[config.mk]
export PLATFORM = sky130hd
export DESIGN_NAME = srb_core
export DESIGN_NICKNAME = d
export VERILOG_FILES = /design/src/hdl/srb_pkg.sv /design/src/hdl/srb_core.sv
export VERILOG_INCLUDE_DIRS = /design/src /design/src/hdl
export SDC_FILE = /design/constraint.sdc
export NUM_CORES = 1
export LEC_CHECK = 0
export BUFFER_PORTS_ARGS = -buffer_cell sky130_fd_sc_hd__buf_2
export CORE_ASPECT_RATIO = 1.5
export CORE_MARGIN = 3
export CORE_UTILIZATION = 64
export CTS_CLUSTER_DIAMETER = 60
export DETAILED_ROUTE_END_ITERATION = 8
export PLACE_DENSITY_LB_ADDON = 0.1
export SYNTH_ARGS = -nofsm -noshare
export SYNTH_HDL_FRONTEND = slang
export SYNTH_SLANG_ARGS = --single-unit
[constraint.sdc]
create_clock -name pclk -period 4.7 [get_ports pclk]
set_clock_uncertainty 0.05 [all_clocks]
set_input_delay 0.94 -clock pclk [delete_from_list [all_inputs] [get_ports pclk]]
set_output_delay 0.94 -clock pclk [all_outputs]
set_load 0.05 [all_outputs]
[src/hdl/srb_map.svh]
// Register offsets, bit positions, reset values and baud factors
// Assumes byte addresses on a 32-bit APB with one register per word
`ifndef SRB_MAP_SVH
`define SRB_MAP_SVH

`define SRB_OFF_RSC      8'h00
`define SRB_OFF_BRC      8'h04
`define SRB_OFF_DVL      8'h08
`define SRB_OFF_DVH      8'h0C
`define SRB_OFF_RXD      8'h10
`define SRB_OFF_MOD      8'h14

`define SRB_B_PORT_ENABLE       7
`define SRB_B_RX9        6
`define SRB_B_SINGLE_RECEIVE_ENABLE       5
`define SRB_B_CONTINUOUS_RECEIVE_ENABLE       4
`define SRB_B_ADDRESS_DETECT_ENABLE      3
`define SRB_B_FRAMING_ERROR_FLAG       2
`define SRB_B_OVERRUN_ERROR_FLAG       1
`define SRB_B_RECEIVED_NINTH_BIT       0

`define SRB_B_AUTOBAUD_ROLLOVER_FLAG     7
`define SRB_B_IDLE       6
`define SRB_B_RXPOL      5
`define SRB_B_TXPOL      4
`define SRB_B_WIDE       3
`define SRB_B_INFRARED_CODEC_ENABLE       2
`define SRB_B_WUE        1
`define SRB_B_AUTOBAUD_ENABLE      0

`define SRB_B_SYNC       0
`define SRB_B_HIGH_SPEED_SELECT       1
`define SRB_B_CLOCK_SOURCE_SELECT       2

`define SRB_RST_RSC      8'h00
`define SRB_RST_BRC      8'h40
`define SRB_RST_MOD      8'h00

`define SRB_FACT_SLOW    7'h40
`define SRB_FACT_FAST    7'h10
`define SRB_FACT_SYNC    7'h04
`define SRB_ABD_FALLS    3'h4

`endif

[src/hdl/srb_pkg.sv]
// Types shared by the serial receive and baud control block
// Assumes nothing beyond a SystemVerilog compiler
package srb_pkg;

	typedef enum logic [1:0] {
		SRB_IDLE  = 2'b00,
		SRB_START = 2'b01,
		SRB_DATA  = 2'b10,
		SRB_STOP  = 2'b11
	} srb_state_t;

	typedef struct packed {
		logic        port_enable;
		logic        rx9;
		logic        single_receive_enable;
		logic        continuous_receive_enable;
		logic        address_detect_enable;
		logic        framing_error_flag;
		logic        overrun_error_flag;
		logic        received_ninth_bit;
		logic        autobaud_rollover_flag;
		logic        receive_polarity_select;
		logic        transmit_clock_polarity_select;
		logic        wide_divisor_enable;
		logic        infrared_codec_enable;
		logic        wakeup_enable;
		logic        autobaud_enable;
		logic        sync;
		logic        high_speed_select;
		logic        clock_source_select;
		logic [7:0]  div_lo;
		logic [7:0]  div_hi;
		logic [7:0]  rbuf;
		logic        full;
		logic [15:0] baud_generator;
		srb_state_t  st;
		logic [6:0]  t;
		logic [1:0]  smp;
		logic [3:0]  bitn;
		logic [8:0]  sh;
		logic        r1;
		logic        r2;
		logic        rx_prev;
		logic        c1;
		logic        c2;
		logic        c_prev;
		logic        wake_arm;
		logic [2:0]  abd_falls;
		logic [9:0]  abd_pre;
		logic [15:0] abd_cnt;
		logic        pready;
		logic        pslverr;
		logic [31:0] prdata;
		logic        rdy_evt;
		logic        wake_evt;
		logic        ck_out;
		logic        ck_oe;
		logic        tx_idle;
	} srb_regs_t;

endpackage

[src/hdl/srb_core.sv]
// Receive control, status and baud generator of a serial port, APB slave
// Assumes pclk at 10 MHz, pins asynchronous to pclk, one APB master
//
// Chosen here: the APB register port and the placing of the registers.
`timescale 1ns/1ps
`include "srb_map.svh"
`default_nettype none

module srb_core
	import srb_pkg::*;
#(
	parameter int ADDR_W = 8
) (
	input  wire logic              pclk,
	input  wire logic              presetn,
	input  wire logic              psel,
	input  wire logic              penable,
	input  wire logic              pwrite,
	input  wire logic [ADDR_W-1:0] paddr,
	input  wire logic [31:0]       pwdata,
	output logic [31:0]            prdata,
	output logic                   pready,
	output logic                   pslverr,
	input  wire logic              rx_pin,
	input  wire logic              ck_pin_in,
	output logic                   ck_pin_out,
	output logic                   ck_pin_oe,
	output logic                   tx_idle_level,
	output logic                   rx_byte_event,
	output logic                   wake_event
);

	if (ADDR_W < 5) begin : g_chk
		$error("ADDR_W too small for the register map");
	end

	srb_regs_t   s;
	srb_regs_t   n;
	logic        ir;
	logic        rxd;
	logic        fall;
	logic        rise;
	logic        act;
	logic        cedge;
	logic [15:0] lim;
	logic        tick;
	logic [6:0]  fact;
	logic [6:0]  mid;
	logic        acc;
	logic        wr;
	logic        rd;
	logic        hit;
	logic [7:0]  addr;
	logic        en_a;
	logic        en_s;
	logic        sm;
	logic        smp;
	logic        vote;
	logic        done;
	logic        fe;
	logic        ninth;
	logic        accept;
	logic [3:0]  last;
	logic [15:0] abd_div;

	always_comb begin
		n = s;
		ir = 1'h0;
		rxd = 1'h0;
		fall = 1'h0;
		rise = 1'h0;
		act = 1'h0;
		cedge = 1'h0;
		lim = 16'h0000;
		tick = 1'h0;
		fact = `SRB_FACT_SLOW;
		mid = 7'h00;
		acc = 1'h0;
		wr = 1'h0;
		rd = 1'h0;
		hit = 1'h0;
		addr = 8'h00;
		en_a = 1'h0;
		en_s = 1'h0;
		sm = 1'h0;
		smp = 1'h0;
		vote = 1'h0;
		done = 1'h0;
		fe = 1'h0;
		ninth = 1'h0;
		accept = 1'h0;
		last = 4'h7;
		abd_div = 16'h0000;
		n.rdy_evt = 1'h0;
		n.wake_evt = 1'h0;

		// Pin synchronisers
		n.r1 = rx_pin;
		n.r2 = s.r1;
		n.c1 = ck_pin_in;
		n.c2 = s.c1;

		ir = s.infrared_codec_enable & ~s.sync;
		// Infrared decoder reads a high pulse as zero; polarity ignored
		rxd = ir ? ~s.r2 : (s.r2 ^ s.receive_polarity_select);
		n.rx_prev = rxd;
		fall = s.rx_prev & ~rxd;
		rise = ~s.rx_prev & rxd;
		act = s.c2 ^ s.transmit_clock_polarity_select;
		n.c_prev = act;
		cedge = s.c_prev & ~act;

		// Baud timer
		lim = s.wide_divisor_enable ? {s.div_hi, s.div_lo} : {8'h00, s.div_lo};
		tick = (s.baud_generator == lim);
		n.baud_generator = tick ? 16'h0000 : s.baud_generator + 16'h0001;
		if (s.sync || (s.wide_divisor_enable && s.high_speed_select)) begin
			fact = `SRB_FACT_SYNC;
		end else if (s.wide_divisor_enable || s.high_speed_select) begin
			fact = `SRB_FACT_FAST;
		end else begin
			fact = `SRB_FACT_SLOW;
		end
		mid = fact >> 1;

		// APB: one wait state, then pready
		addr = 8'(paddr);
		hit = (paddr[1:0] == 2'h0) && (paddr <= ADDR_W'(`SRB_OFF_MOD));
		acc = psel & penable & ~s.pready;
		n.pready = acc;
		n.pslverr = acc & ~hit;
		wr = psel & penable & s.pready & pwrite & hit;
		rd = psel & penable & s.pready & ~pwrite & hit;
		if (acc) begin
			n.prdata = 32'h0000_0000;
			unique case (addr)
				`SRB_OFF_RSC: begin
					n.prdata[`SRB_B_PORT_ENABLE] = s.port_enable;
					n.prdata[`SRB_B_RX9] = s.rx9;
					n.prdata[`SRB_B_SINGLE_RECEIVE_ENABLE] = s.single_receive_enable;
					n.prdata[`SRB_B_CONTINUOUS_RECEIVE_ENABLE] = s.continuous_receive_enable;
					n.prdata[`SRB_B_ADDRESS_DETECT_ENABLE] = s.address_detect_enable;
					n.prdata[`SRB_B_FRAMING_ERROR_FLAG] = s.framing_error_flag;
					n.prdata[`SRB_B_OVERRUN_ERROR_FLAG] = s.overrun_error_flag;
					n.prdata[`SRB_B_RECEIVED_NINTH_BIT] = s.received_ninth_bit;
				end
				`SRB_OFF_BRC: begin
					n.prdata[`SRB_B_AUTOBAUD_ROLLOVER_FLAG] = s.autobaud_rollover_flag;
					n.prdata[`SRB_B_IDLE] = (s.st == SRB_IDLE);
					n.prdata[`SRB_B_RXPOL] = s.receive_polarity_select;
					n.prdata[`SRB_B_TXPOL] = s.transmit_clock_polarity_select;
					n.prdata[`SRB_B_WIDE] = s.wide_divisor_enable;
					n.prdata[`SRB_B_INFRARED_CODEC_ENABLE] = s.infrared_codec_enable;
					n.prdata[`SRB_B_WUE] = s.wakeup_enable;
					n.prdata[`SRB_B_AUTOBAUD_ENABLE] = s.autobaud_enable;
				end
				`SRB_OFF_DVL: n.prdata[7:0] = s.div_lo;
				`SRB_OFF_DVH: n.prdata[7:0] = s.div_hi;
				`SRB_OFF_RXD: n.prdata[7:0] = s.rbuf;
				`SRB_OFF_MOD: begin
					n.prdata[`SRB_B_SYNC] = s.sync;
					n.prdata[`SRB_B_HIGH_SPEED_SELECT] = s.high_speed_select;
					n.prdata[`SRB_B_CLOCK_SOURCE_SELECT] = s.clock_source_select;
				end
				default: n.prdata = 32'h0000_0000;
			endcase
		end
		if (wr) begin
			unique case (addr)
				`SRB_OFF_RSC: begin
					n.port_enable = pwdata[`SRB_B_PORT_ENABLE];
					n.rx9 = pwdata[`SRB_B_RX9];
					n.single_receive_enable = pwdata[`SRB_B_SINGLE_RECEIVE_ENABLE];
					n.continuous_receive_enable = pwdata[`SRB_B_CONTINUOUS_RECEIVE_ENABLE];
					n.address_detect_enable = pwdata[`SRB_B_ADDRESS_DETECT_ENABLE];
				end
				`SRB_OFF_BRC: begin
					n.autobaud_rollover_flag = s.autobaud_rollover_flag & pwdata[`SRB_B_AUTOBAUD_ROLLOVER_FLAG];
					n.receive_polarity_select = pwdata[`SRB_B_RXPOL];
					n.transmit_clock_polarity_select = pwdata[`SRB_B_TXPOL];
					n.wide_divisor_enable = pwdata[`SRB_B_WIDE];
					// Width change may leave the timer past the new limit
					if (pwdata[`SRB_B_WIDE] != s.wide_divisor_enable) begin
						n.baud_generator = 16'h0000;
					end
					n.infrared_codec_enable = pwdata[`SRB_B_INFRARED_CODEC_ENABLE];
					n.wakeup_enable = pwdata[`SRB_B_WUE];
					n.autobaud_enable = pwdata[`SRB_B_AUTOBAUD_ENABLE];
				end
				`SRB_OFF_DVL: begin
					n.div_lo = pwdata[7:0];
					n.baud_generator = 16'h0000;
				end
				`SRB_OFF_DVH: begin
					n.div_hi = pwdata[7:0];
					n.baud_generator = 16'h0000;
				end
				`SRB_OFF_MOD: begin
					n.sync = pwdata[`SRB_B_SYNC];
					n.high_speed_select = pwdata[`SRB_B_HIGH_SPEED_SELECT];
					n.clock_source_select = pwdata[`SRB_B_CLOCK_SOURCE_SELECT];
				end
				default: n.port_enable = s.port_enable;
			endcase
		end
		if (rd && addr == `SRB_OFF_RXD) begin
			n.full = 1'h0;
		end
		if (!n.continuous_receive_enable) begin
			n.overrun_error_flag = 1'h0;
		end
		if (!n.wakeup_enable) begin
			n.wake_arm = 1'h0;
		end

		// Receiver
		sm = s.sync & s.clock_source_select;
		en_a = ~s.sync & s.continuous_receive_enable & ~s.autobaud_enable & ~s.wakeup_enable & ~s.overrun_error_flag;
		en_s = s.sync & ~s.overrun_error_flag & (s.continuous_receive_enable | (sm & s.single_receive_enable));
		last = s.rx9 ? 4'h8 : 4'h7;
		if (s.st == SRB_IDLE) begin
			n.t = 7'h00;
			n.bitn = 4'h0;
			if (en_s) begin
				n.st = SRB_DATA;
			end else if (en_a && fall) begin
				n.st = SRB_START;
			end
		end else if (s.sync) begin
			if (!en_s) begin
				n.st = SRB_IDLE;
			end else begin
				if (sm && tick) begin
					n.t = (s.t >= fact - 7'h01) ? 7'h00 : s.t + 7'h01;
					smp = (s.t == 7'h02);
				end
				if (!s.clock_source_select && cedge) begin
					smp = 1'h1;
				end
				if (smp) begin
					n.sh = {rxd, s.sh[8:1]};
					n.bitn = s.bitn + 4'h1;
					if (s.bitn == last) begin
						n.bitn = 4'h0;
						done = 1'h1;
					end
				end
			end
		end else if (!en_a && !s.overrun_error_flag) begin
			n.st = SRB_IDLE;
		end else if (tick) begin
			n.t = (s.t >= fact - 7'h01) ? 7'h00 : s.t + 7'h01;
			if (s.t == mid - 7'h01 || s.t == mid) begin
				n.smp = {s.smp[0], rxd};
			end
			if (s.t == mid + 7'h01) begin
				vote = (s.smp[1] & s.smp[0]) | (rxd & (s.smp[1] | s.smp[0]));
				unique case (s.st)
					SRB_START: n.st = vote ? SRB_IDLE : SRB_DATA;
					SRB_DATA: begin
						n.sh = {vote, s.sh[8:1]};
						n.bitn = s.bitn + 4'h1;
						if (s.bitn == last) begin
							n.st = SRB_STOP;
						end
					end
					SRB_STOP: begin
						done = 1'h1;
						fe = ~vote;
						n.st = SRB_IDLE;
					end
					default: n.st = SRB_IDLE;
				endcase
			end
		end
		if (done) begin
			ninth = s.rx9 & n.sh[8];
			accept = ~(~s.sync & s.rx9 & s.address_detect_enable & ~ninth);
			if (accept) begin
				if (n.full) begin
					n.overrun_error_flag = 1'h1;
				end else begin
					n.rbuf = s.rx9 ? n.sh[7:0] : n.sh[8:1];
					n.received_ninth_bit = ninth;
					n.framing_error_flag = fe;
					n.full = 1'h1;
					n.rdy_evt = 1'h1;
				end
			end
			if (sm && !s.continuous_receive_enable) begin
				n.single_receive_enable = 1'h0;
			end
			if (s.sync) begin
				n.st = s.continuous_receive_enable ? SRB_DATA : SRB_IDLE;
			end
		end

		// Wake-up monitor
		if (!s.sync && s.wakeup_enable) begin
			if (fall) begin
				n.wake_evt = 1'h1;
				n.wake_arm = 1'h1;
			end else if (s.wake_arm && rise) begin
				n.wakeup_enable = 1'h0;
				n.wake_arm = 1'h0;
			end
		end

		// Auto-baud: time four bit pairs from the first to fifth fall
		if (!s.sync && s.autobaud_enable) begin
			if (fall) begin
				n.abd_falls = s.abd_falls + 3'h1;
				if (s.abd_falls == `SRB_ABD_FALLS) begin
					abd_div = (s.abd_cnt == 16'h0000) ? 16'h0000 : s.abd_cnt - 16'h0001;
					n.div_lo = abd_div[7:0];
					n.div_hi = abd_div[15:8];
					n.baud_generator = 16'h0000;
					n.autobaud_enable = 1'h0;
					n.abd_falls = 3'h0;
				end
			end
			if (s.abd_falls != 3'h0) begin
				n.abd_pre = s.abd_pre + 10'h001;
				if (s.abd_pre == {fact, 3'h0} - 10'h001) begin
					n.abd_pre = 10'h000;
					n.abd_cnt = s.abd_cnt + 16'h0001;
					if (s.abd_cnt == 16'hFFFF) begin
						n.autobaud_rollover_flag = 1'h1;
						n.autobaud_enable = 1'h0;
						n.abd_falls = 3'h0;
					end
				end
			end
		end else begin
			n.abd_falls = 3'h0;
			n.abd_pre = 10'h000;
			n.abd_cnt = 16'h0000;
		end

		// Port disabled: receiver and its flags held in reset
		if (!s.port_enable) begin
			n.st = SRB_IDLE;
			n.t = 7'h00;
			n.bitn = 4'h0;
			n.framing_error_flag = 1'h0;
			n.overrun_error_flag = 1'h0;
			n.full = 1'h0;
			n.wake_arm = 1'h0;
			n.abd_falls = 3'h0;
			n.rdy_evt = 1'h0;
			n.wake_evt = 1'h0;
		end

		n.ck_oe = n.port_enable & n.sync & n.clock_source_select;
		n.ck_out = n.transmit_clock_polarity_select ^ (n.st == SRB_DATA && n.sync && n.clock_source_select && n.t < 7'h02);
		n.tx_idle = (n.infrared_codec_enable & ~n.sync) ? n.transmit_clock_polarity_select : ~n.transmit_clock_polarity_select;
	end

	always_ff @(posedge pclk or negedge presetn) begin
		if (!presetn) begin
			s <= '0;
			s.receive_polarity_select <= 1'h0;
			s.tx_idle <= 1'h1;
			s.r1 <= 1'h1;
			s.r2 <= 1'h1;
			s.rx_prev <= 1'h1;
		end else begin
			s <= n;
		end
	end

	assign prdata = s.prdata;
	assign pready = s.pready;
	assign pslverr = s.pslverr;
	assign ck_pin_out = s.ck_out;
	assign ck_pin_oe = s.ck_oe;
	assign tx_idle_level = s.tx_idle;
	assign rx_byte_event = s.rdy_evt;
	assign wake_event = s.wake_evt;
endmodule

`default_nettype wire

* Yosys cells after proc, flatten, opt, wreduce, memory -nomap -nowiden
Index checks and enable logic that the tools add are counted.
** Storage, ports and cells
- Flip-flop bits (word level) :: 134
- Bits of input ports :: 47
- Word-level logic and storage cells :: 301
- Output and inout port bits :: 39
** Operators by class
- Reduce and logical (&&, ||, !) cells :: 36
- Mux-type cells :: 120
- Bitwise logic cells :: 55
- Add/subtract/negate cells :: 11
- Order comparisons :: 3
- Equal/unequal tests :: 30
** Operator list (count)
- $mux W16 :: 11
- $mux W29 :: 3
- $mux W13 :: 5
- $mux W1 :: 55
- $mux W7 :: 6
- $mux W9 :: 4
- $add A16 B1 Y16 const B :: 2
- $pmux W16 S2 :: 1
- $and A1 B1 Y1 :: 30
- $mux W2 :: 13
- $mux W26 :: 1
- $pmux W5 S5 :: 1
- $mux W24 :: 1
- $mux W4 :: 6
- $mux W8 :: 3
- $mux W22 :: 1
- $ne A4 B2 Y1 const B :: 5
- $not A1 Y1 :: 19
- $mux W3 :: 6
- $pmux W3 S6 :: 1
- $eq A16 B16 Y1 :: 1
- $eq A16 B16 Y1 const B :: 1
- $eq A8 B4 Y1 const B :: 2
- $eq A8 B5 Y1 const B :: 2
- other kinds (41) :: 75

* Depth between registers and ports, before layout
Gate-level depths: netlist (run 1).
- Word-level depth :: 20
- Gate-level depth with buffers :: 13
- Depth with buffers taken out :: 11

* Worst setup path after synthesis (run 1)
No wires, ideal clock.
- Path kind :: reg2reg
- Start :: register s[146] in the netlist's numbering
- End :: register s[152] in the netlist's numbering
- Setup time :: 78 ps
- Cell stages (with the launch flop) :: 13
- Setup slack :: 1618 ps
- Path buffers :: 3
- Arrival :: 2955 ps
- Cells stage by stage :: dfrtp_1 -> buf_4 -> buf_4 -> o21ai_0 -> nand2_1 -> a222oi_1 -> a31oi_1 -> mux2i_1 -> or4_1 -> nand3_1 -> clkbuf_1 -> nand2_1 -> a21oi_1
** On the way
- Word-level cells in the longest chain between the ends :: 17
- Elaborated cells on any way between the ends :: 44
** Ends and longest elaborated chain
- from (decl) :: line srb_core.sv:37 : srb_regs_t s;
- from (signal assigned) :: line srb_core.sv:368 : s <= n;
- branches (longest 17 deep; another with $add A6 B1 Y7)
Parallel ways; which one is timed is not known. The select of a mux whose other input is x is not followed.
A chain may end at the register's enable or synchronous reset.

* Final worst setup path (run 1)
Same ends and word-level chain as after synthesis.

==> summary.md, run 1 <==
| Metric | Value |
|---|---|
| Post-synth top area share | 0.407 |
| Antenna Nets Post-Route | 0 |
| Vias per cell | around 6.2 |
| Core area | 0.0121 mm² |
| Fmax | approximately 260 MHz |
| Fin. Hold Viols | 0 |
| Gr usage total | 0.287 |
| Slew @ Worst Pin | around 1.0 ns |
| Crit path max fanout | 20 |
| Netlist Area Pre-Place | between 0.007 and 0.008 mm² |
| Largest net degree at the start of global routing | 110 |
| # diodes | 0 |
| #FFs+latches synth | around 130 |
| Total count of max-transition violations in the final report | 0 |
| CTS tree | yes |
| Final setup fails | 0 |
| Period utilisation layout | 0.818 |
| Final WS setup | roughly 0.86 ns |
| First-pass GRT wire length | between 30000 and 40000 µm |
| RSZ-0062 raised after global routing | false |
| GP Congestion | approximately 0.90 |
| Dpl hpwl | between 10000 and 15000 µm |
| Post-synth EDFFs | 0 |
| TritonCTS Sinks | between 100 and 150 |
| Outcome | finished, final reports clean |
| Clock transition at path regs | around 0.06 ns |
| Pint | ~2.0 mW |
| Design Area, Final | around 0.0087 mm² |
| Synth warnings | 0 |
| DRT iter0 DRCs | 361 |
| Top post-synthesis cells by area | dfrtp_1 41%, nand2_1 4.6%, nor2_1 4.4% |
| GRT Residual Overflow | 0 |
| Predominant post-synthesis flop cell | dfrtp_1 |
| Row count | 49 |
| Vias in the first global route | approximately 6500 |
| FILL cells | about 910 |
| Area after DPL | 0.00811 mm² |
| Area Overhead vs Synth | 8.73% |
| Clk_lat worst skew | 0.42 ns |
| Starting density of the core | 0.662 |
| Port bufs | 37 |
| Leading area contributor after synthesis | dfrtp_1 |
| Sw Ratio | 0.263 |
| Register area | between 0.003 and 0.004 mm² |
| Clock share of power | 0.480 |
| Kind of critical path | flop to flop |
| Share of layout cells above drive strength 1 | 0.125 |
| Final wirelength | 19600 µm |
| P_leak | 4.08 nW |
| Minimum clock period after layout | 3.84 ns |
| Root Driver | clkbuf_16 |
| Synthesized area per cell | ~8.9 µm² |
| WL per Instance | 18.3 µm |
| Comb pwr share | 0.071 |
| Slew headroom | 0.312 |
| Fin nets | between 900 and 1000 |
| Async SR Flop Fraction | 1.00 |
| Setup Fix Bufs, Post-CTS | 0 |
| Total Neg Setup Slack | 0 ns |
| H-tree levels | 4 |
| Die X | between 90 and 100 µm |
| Worst Path Required | 4.99 ns |
| Sequential area share after synthesis | 0.420 |
| Vias | about 6600 |
| Drt first pass iters | 5 |
| Initial antenna violation count | 0 |
| I/O pin count | between 80 and 90 |
| Min-delay worst type | flop to flop |
| Multi-input combinational cell area | roughly 0.0042 mm² |
| Max Cap Viol | 0 |
| Worst VDD drop | 0.000257 V |
| Remaining DRCs | 0 |
| Sequential power share | 0.449 |
| Cells after Synth | roughly 900 |
| Power Dens Cells | 313 mW/mm² |
| Nature of the critical path endpoint | flop |
| # hold bufs at CTS | 0 |
| Switching component of the power | approximately 0.71 mW |
| Worst setup SP type | flop |
| Design Power | about 2.7 mW |
| Total CTS buffers | 17 |
| Critical Path AT | approximately 4.1 ns |
| Die area | between 0.01 and 0.015 mm² |
| Die H | approximately 140 µm |
| Clock Path Buffers | 2 |
| Dpl ws | a little under 1 ns |
| Post-cts resize count | 0 |
| Netlist cell types | 63 |
==> registers in the layout (all words and copies together) (netlist names) <==
name,flops
tx_idle_level,1
pslverr,1
prdata,8
s,117
rx_byte_event,1
ck_pin_oe,1
wake_event,1
n,2
ck_pin_out,1
pready,1
==> layer usage <==
layer	part of all wire	track usage	vias to the layer above	routed length, µm
li1	-	-	3139	-
met1	0.39	0.339	3260	7660
met2	0.54	0.519	197	10500
met3	0.044	0.0494	51	857
met4	0.030	0.120	0	595
met5	0	0	-	0
==> cell families (layout without fill, tap and decap cells) <==
kind of cell	after synthesis	in the layout	share of synthesized area
simple gates	357	357	0.220
mux	46	46	0.0628
flops	134	134	0.420
xor+xnor	56	56	0.0614
fa+ha+maj	19	19	0.0297
other cells	2	25	0.000939
buf+inv	99	101	0.0626
compound gates	183	183	0.142
==> layout by cell type (no fill, tap or decap), types with 14 or more instances in the layout <==
cell,synthesis,layout
dfrtp_1,130,130
clkbuf_16,0,17
inv_1,24,24
xor2_1,34,34
nor2_1,94,94
xnor2_1,22,22
nand4_1,14,14
nand2_1,98,98
nor3_1,18,18
o21ai_0,47,47
mux2i_1,22,22
buf_2,1,36
nand3_1,33,33
ha_1,19,19
a21oi_1,54,54
and3_1,27,27
conb_1,2,25
mux2_2,23,23
==> final cells by class <==
cell class / count / share of cell area
timing repair buffer: 45 / 0.0289
tap: 153 / 0.0220
clock buffer: 18 / 0.0505
multi-input combinational: 686 / 0.486
inverter: 24 / 0.0104
clock inverter: 14 / 0.0161
sequential: 134 / 0.386
==> critical path: stages, from the launching register on <==
cell,delay [ns]
dfrtp_1,0.80
nand4b_1,0.17
o22a_1,0.24
a2111oi_0,0.84
nand4_1,0.27
mux2i_1,0.19
or4_1,0.53
nand3_1,0.23
buf_4,0.25
nand2_1,0.07
a21oi_1,0.12
==> stage by stage <==
step           hold WS, ns   util  cells
2_1_floorplan        0.281      -    919
3_3_place_gp         0.287  0.672   1042
3_5_place_dp         0.291  0.672   1042
4_1_cts              0.304  0.720   1074
5_1_grt              0.314  0.720   1074
6_report             0.303  0.720   1074
==> power groups by stage <==
stage	Clock, mW	Combinational, mW	Sequential, mW
2_1_floorplan	0	0.150	1.24
3_3_place_gp	0	0.187	1.24
3_5_place_dp	0	0.192	1.24
4_1_cts	1.32	0.193	1.22
5_1_grt	1.37	0.215	1.23
6_report	1.30	0.193	1.22
==> synthesized netlist by cell type (all sizes together), types with 14 or more instances <==
| cell type | n |
|---|---|
| mux2i | 22 |
| nor2 | 94 |
| buf | 36 |
| o21ai | 54 |
| clkbuf | 39 |
| dfrtp | 130 |
| and3 | 27 |
| xor2 | 34 |
| a21oi | 55 |
| nor3 | 18 |
| nand3 | 34 |
| ha | 19 |
| inv | 24 |
| mux2 | 23 |
| xnor2 | 22 |
| nand4 | 14 |
| nand2 | 98 |
==> final timing paths <==
check	slack [ns]	endpoint	cells past startpoint	from
setup / recovery	0.86	s[152]	10	s[146]
hold / removal	0.30	s[70]	0	n[70]
setup reg to reg	0.86	s[152]	10	s[146]
hold reg to reg	0.30	s[70]	0	n[70]
max in group asynchronous	3.12	s[51]	2	presetn
min in group asynchronous	0.57	s[86]	1	presetn
Power figures use the tool's default switching activity.
==> run 2: changes to the inputs <==
--- a/config.mk
+++ b/config.mk
@@ -9,7 +9,7 @@
 export BUFFER_PORTS_ARGS = -buffer_cell sky130_fd_sc_hd__buf_2
 export CORE_ASPECT_RATIO = 1.5
 export CORE_MARGIN = 3
-export CORE_UTILIZATION = 64
+export CORE_UTILIZATION = 60
 export CTS_CLUSTER_DIAMETER = 60
 export DETAILED_ROUTE_END_ITERATION = 8
 export PLACE_DENSITY_LB_ADDON = 0.1
==> constraint.sdc (replaced) <==
create_clock -name pclk -period 3.98 [get_ports pclk]
set_clock_uncertainty 0.05 [all_clocks]
set_input_delay 0.796 -clock pclk [delete_from_list [all_inputs] [get_ports pclk]]
set_output_delay 0.796 -clock pclk [all_outputs]
set_load 0.05 [all_outputs]
==> run 2 against run 1 <==
Compared with the run above: non-clock buffer count is 3 higher; sequential power increased by 18%; via count fell by 0.54%; largest power group unchanged; critical path depth is 1 higher; highest routed layer unchanged; flip-flop and latch count unchanged.
==> summary.md, run 2 (synthesis results as in run 1) <==
| Metric | Value |
|---|---|
| Crit-path slowest cell | dfrtp_1 |
| Antenna Nets Post-Route | 0 (unchanged) |
| TritonCTS Sinks | 134 (unchanged) |
| Clock Path Buffers | 2 (unchanged) |
| Multi-input combinational cell area | 0.00422 mm² (unchanged) |
| P_leak | 4.11 nW (+0.79%) |
| WL per Instance | 18.3 µm (about the same) |
| Initial antenna violation count | 0 (unchanged) |
| Core area | 0.0130 mm² (+7.8%) |
| Share of layout cells above drive strength 1 | 0.127 (+0.00176) |
| Minimum clock period after layout | 3.49 ns (-0.358 ns) |
| Post-cts resize count | 0 (unchanged) |
| Max incr delay on CP | 0.63 ns (-0.21 ns) |
| Area Overhead vs Synth | 9.52% |
| Slew @ Worst Pin | 0.768 ns (-0.264 ns) |
| Setup Fix Bufs, Post-CTS | 0 (unchanged) |
| Hold endpoint | s[70] |
| Nature of the critical path endpoint | flop |
| Clk_lat worst skew | 0.42 ns (about the same) |
| Largest reg by FF count | s |
| Vias | 6611 (-0.54%) |
| Hold Startpoint | n[70] |
| Leading cell type in the layout, fill and taps excluded | dfrtp_1 |
| Worst R2R Setup Slack | 0.49 ns (-0.36 ns) |
| R2R cell count | 11 (+1) |
| Final setup fails | 0 (unchanged) |
| Kind of critical path | flop to flop |
| CTS tree | yes |
| Total CTS buffers | 17 (unchanged) |
| Worst hold path depth | 0 (unchanged) |
| Die H | 147 µm (+3.1%) |
| Worst Path Required | 4.24 ns (-0.75 ns) |
| Worst VDD drop | 0.000268 V (+4.6%) |
| Max Cap Viol | 0 (unchanged) |
| Final Util | 0.673 (-0.0471) |
| GRT Residual Overflow | 0 (unchanged) |
| GP Congestion | 0.941 (+5.2%) |
| Register area | 0.00336 mm² (unchanged) |
| Root Driver | clkbuf_16 |
| # diodes | 0 (unchanged) |
| CP dominant cell by count | buf_4 |
| Die X | 100 µm (+3.1%) |
| Gr usage total | 0.277 (-0.0100) |
| Final wirelength | 19800 µm (+0.77%) |
| Slew headroom | 0.475 (+0.163) |
| Power Dens Cells | 379 mW/mm² (+21%) |
| FILL cells | 1070 (+17%) |
| Clock transition at path regs | 0.06 ns (about the same) |
| Vias per cell | 6.10 (-1.4%) |
| Critical Path AT | 3.74 ns (-0.39 ns) |
| WHS | 0.310 ns (+0.00787 ns) |
| Total Neg Setup Slack | 0 ns (unchanged) |
| Final WS setup | 0.494 ns (-0.362 ns) |
| Port bufs | 37 (unchanged) |
| Dpl hpwl | 14500 µm (+2.2%) |
| Period utilisation layout | 0.876 (+0.0579) |
| Dpl ws | 0.547 ns (-0.433 ns) |
| Fin. Hold Viols | 0 (unchanged) |
| # hold bufs at CTS | 0 (unchanged) |
| RSZ-0062 raised after global routing | false |
| I/O pin count | 86 (unchanged) |
| Fmax | 287 MHz (+10%) |
| Crit Reg-Reg Endpoint | s[122] |
| Fin nets | 977 (+0.31%) |
| FF-to-FF Start | s[146] |
| Max reg flops | 117 (unchanged) |
| Largest net degree at the start of global routing | 75 (-32%) |
| First-pass GRT wire length | 32500 µm (+1.1%) |
| Remaining DRCs | 0 (unchanged) |
| Drt first pass iters | 5 (unchanged) |
| Die area | 0.0148 mm² (+6.3%) |
| Outcome | finished, final reports clean |
| Starting density of the core | 0.614 (-0.0478) |
| Cell Chain, Critical Path | buf_4 > nand4b_1 > o22a_1 > a222oi_1 > buf_4 > and4_1 > nand3_2 > a21oi_4 > xnor2_1 > a221oi_1 > o21ai_1 |
| Commonest non-fill, non-tap cells in the layout | 130 x dfrtp_1, 98 x nand2_1, 94 x nor2_1 |
| Total count of max-transition violations in the final report | 0 (unchanged) |
| Row count | 51 (+4.1%) |
| H-tree levels | 4 (unchanged) |
| Vias in the first global route | 6507 (-0.015%) |
| Worst setup SP type | flop |
| Min-delay worst type | flop to flop |
| DRT iter0 DRCs | 395 (+9.4%) |
| Crit path max fanout | 12 (-40%) |
run 2: cell count changes in the layout (fill, tap and decap cells not counted):
cell	previous run	this run
clkinvlp_4	2	1
buf_4	8	11
clkbuf_1	0	1
inv_6	7	4
bufinv_16	1	3
inv_8	1	0
clkinv_4	2	3
clkinv_2	1	2
run 2: area by class of cell:
cell class	count	share of cell area
Multi-Input combinational cell	686	0.482
Timing Repair Buffer	48	0.0313
Clock buffer	19	0.0506
Inverter	24	0.0103
Sequential cell	134	0.384
Clock inverter	13	0.0193
Tap cell	159	0.0227
run 2: power breakdown:
| part | internal [mW] | switching, mW | total (mW) |
|---|---|---|---|
| Sequential | 1.40 | 0.0438 | 1.44 |
| Clock | 1.01 | 0.633 | 1.64 |
| Combinational | 0.0739 | 0.155 | 0.229 |
run 2: routing by layer:
metal / routed length [µm] / up-vias / global-route usage / part of all wire
li1: - / 3141 / - / -
met1: 7790 / 3241 / 0.330 / 0.39
met2: 10700 / 173 / 0.497 / 0.54
met3: 695 / 56 / 0.0425 / 0.035
met4: 621 / 0 / 0.106 / 0.031
met5: 0 / - / 0 / 0
run 2: critical path: cells and delay by family, from the launching register on:
family,cells,cell delay (ns)
flip-flops,1,0.63
XOR/XNOR,1,0.25
AND/OR/NAND/NOR,3,0.53
buffers and inverters,2,0.48
AO/OA/AOI/OAI,5,1.43
run 2: worst max path at each step:
stage	startpoint	end	slack [ns]	depth (start not counted)
floorplan	s[146]	s[152]	0.90	12
finish	s[146]	s[122]	0.49	11
CTS	s[146]	s[122]	0.54	11
global route	s[146]	s[122]	0.26	11
detailed placement	s[146]	s[119]	0.55	11
global placement	s[146]	s[122]	0.62	11
run 2: through the flow:
step           cell area (µm²)  cells  total power [mW]
3_3_place_gp              8140   1051              1.69
3_5_place_dp              8140   1051              1.70
2_1_floorplan             8080    919              1.64
5_1_grt                   8750   1083              3.42
4_1_cts                   8750   1083              3.33
6_report                  8750   1083              3.32
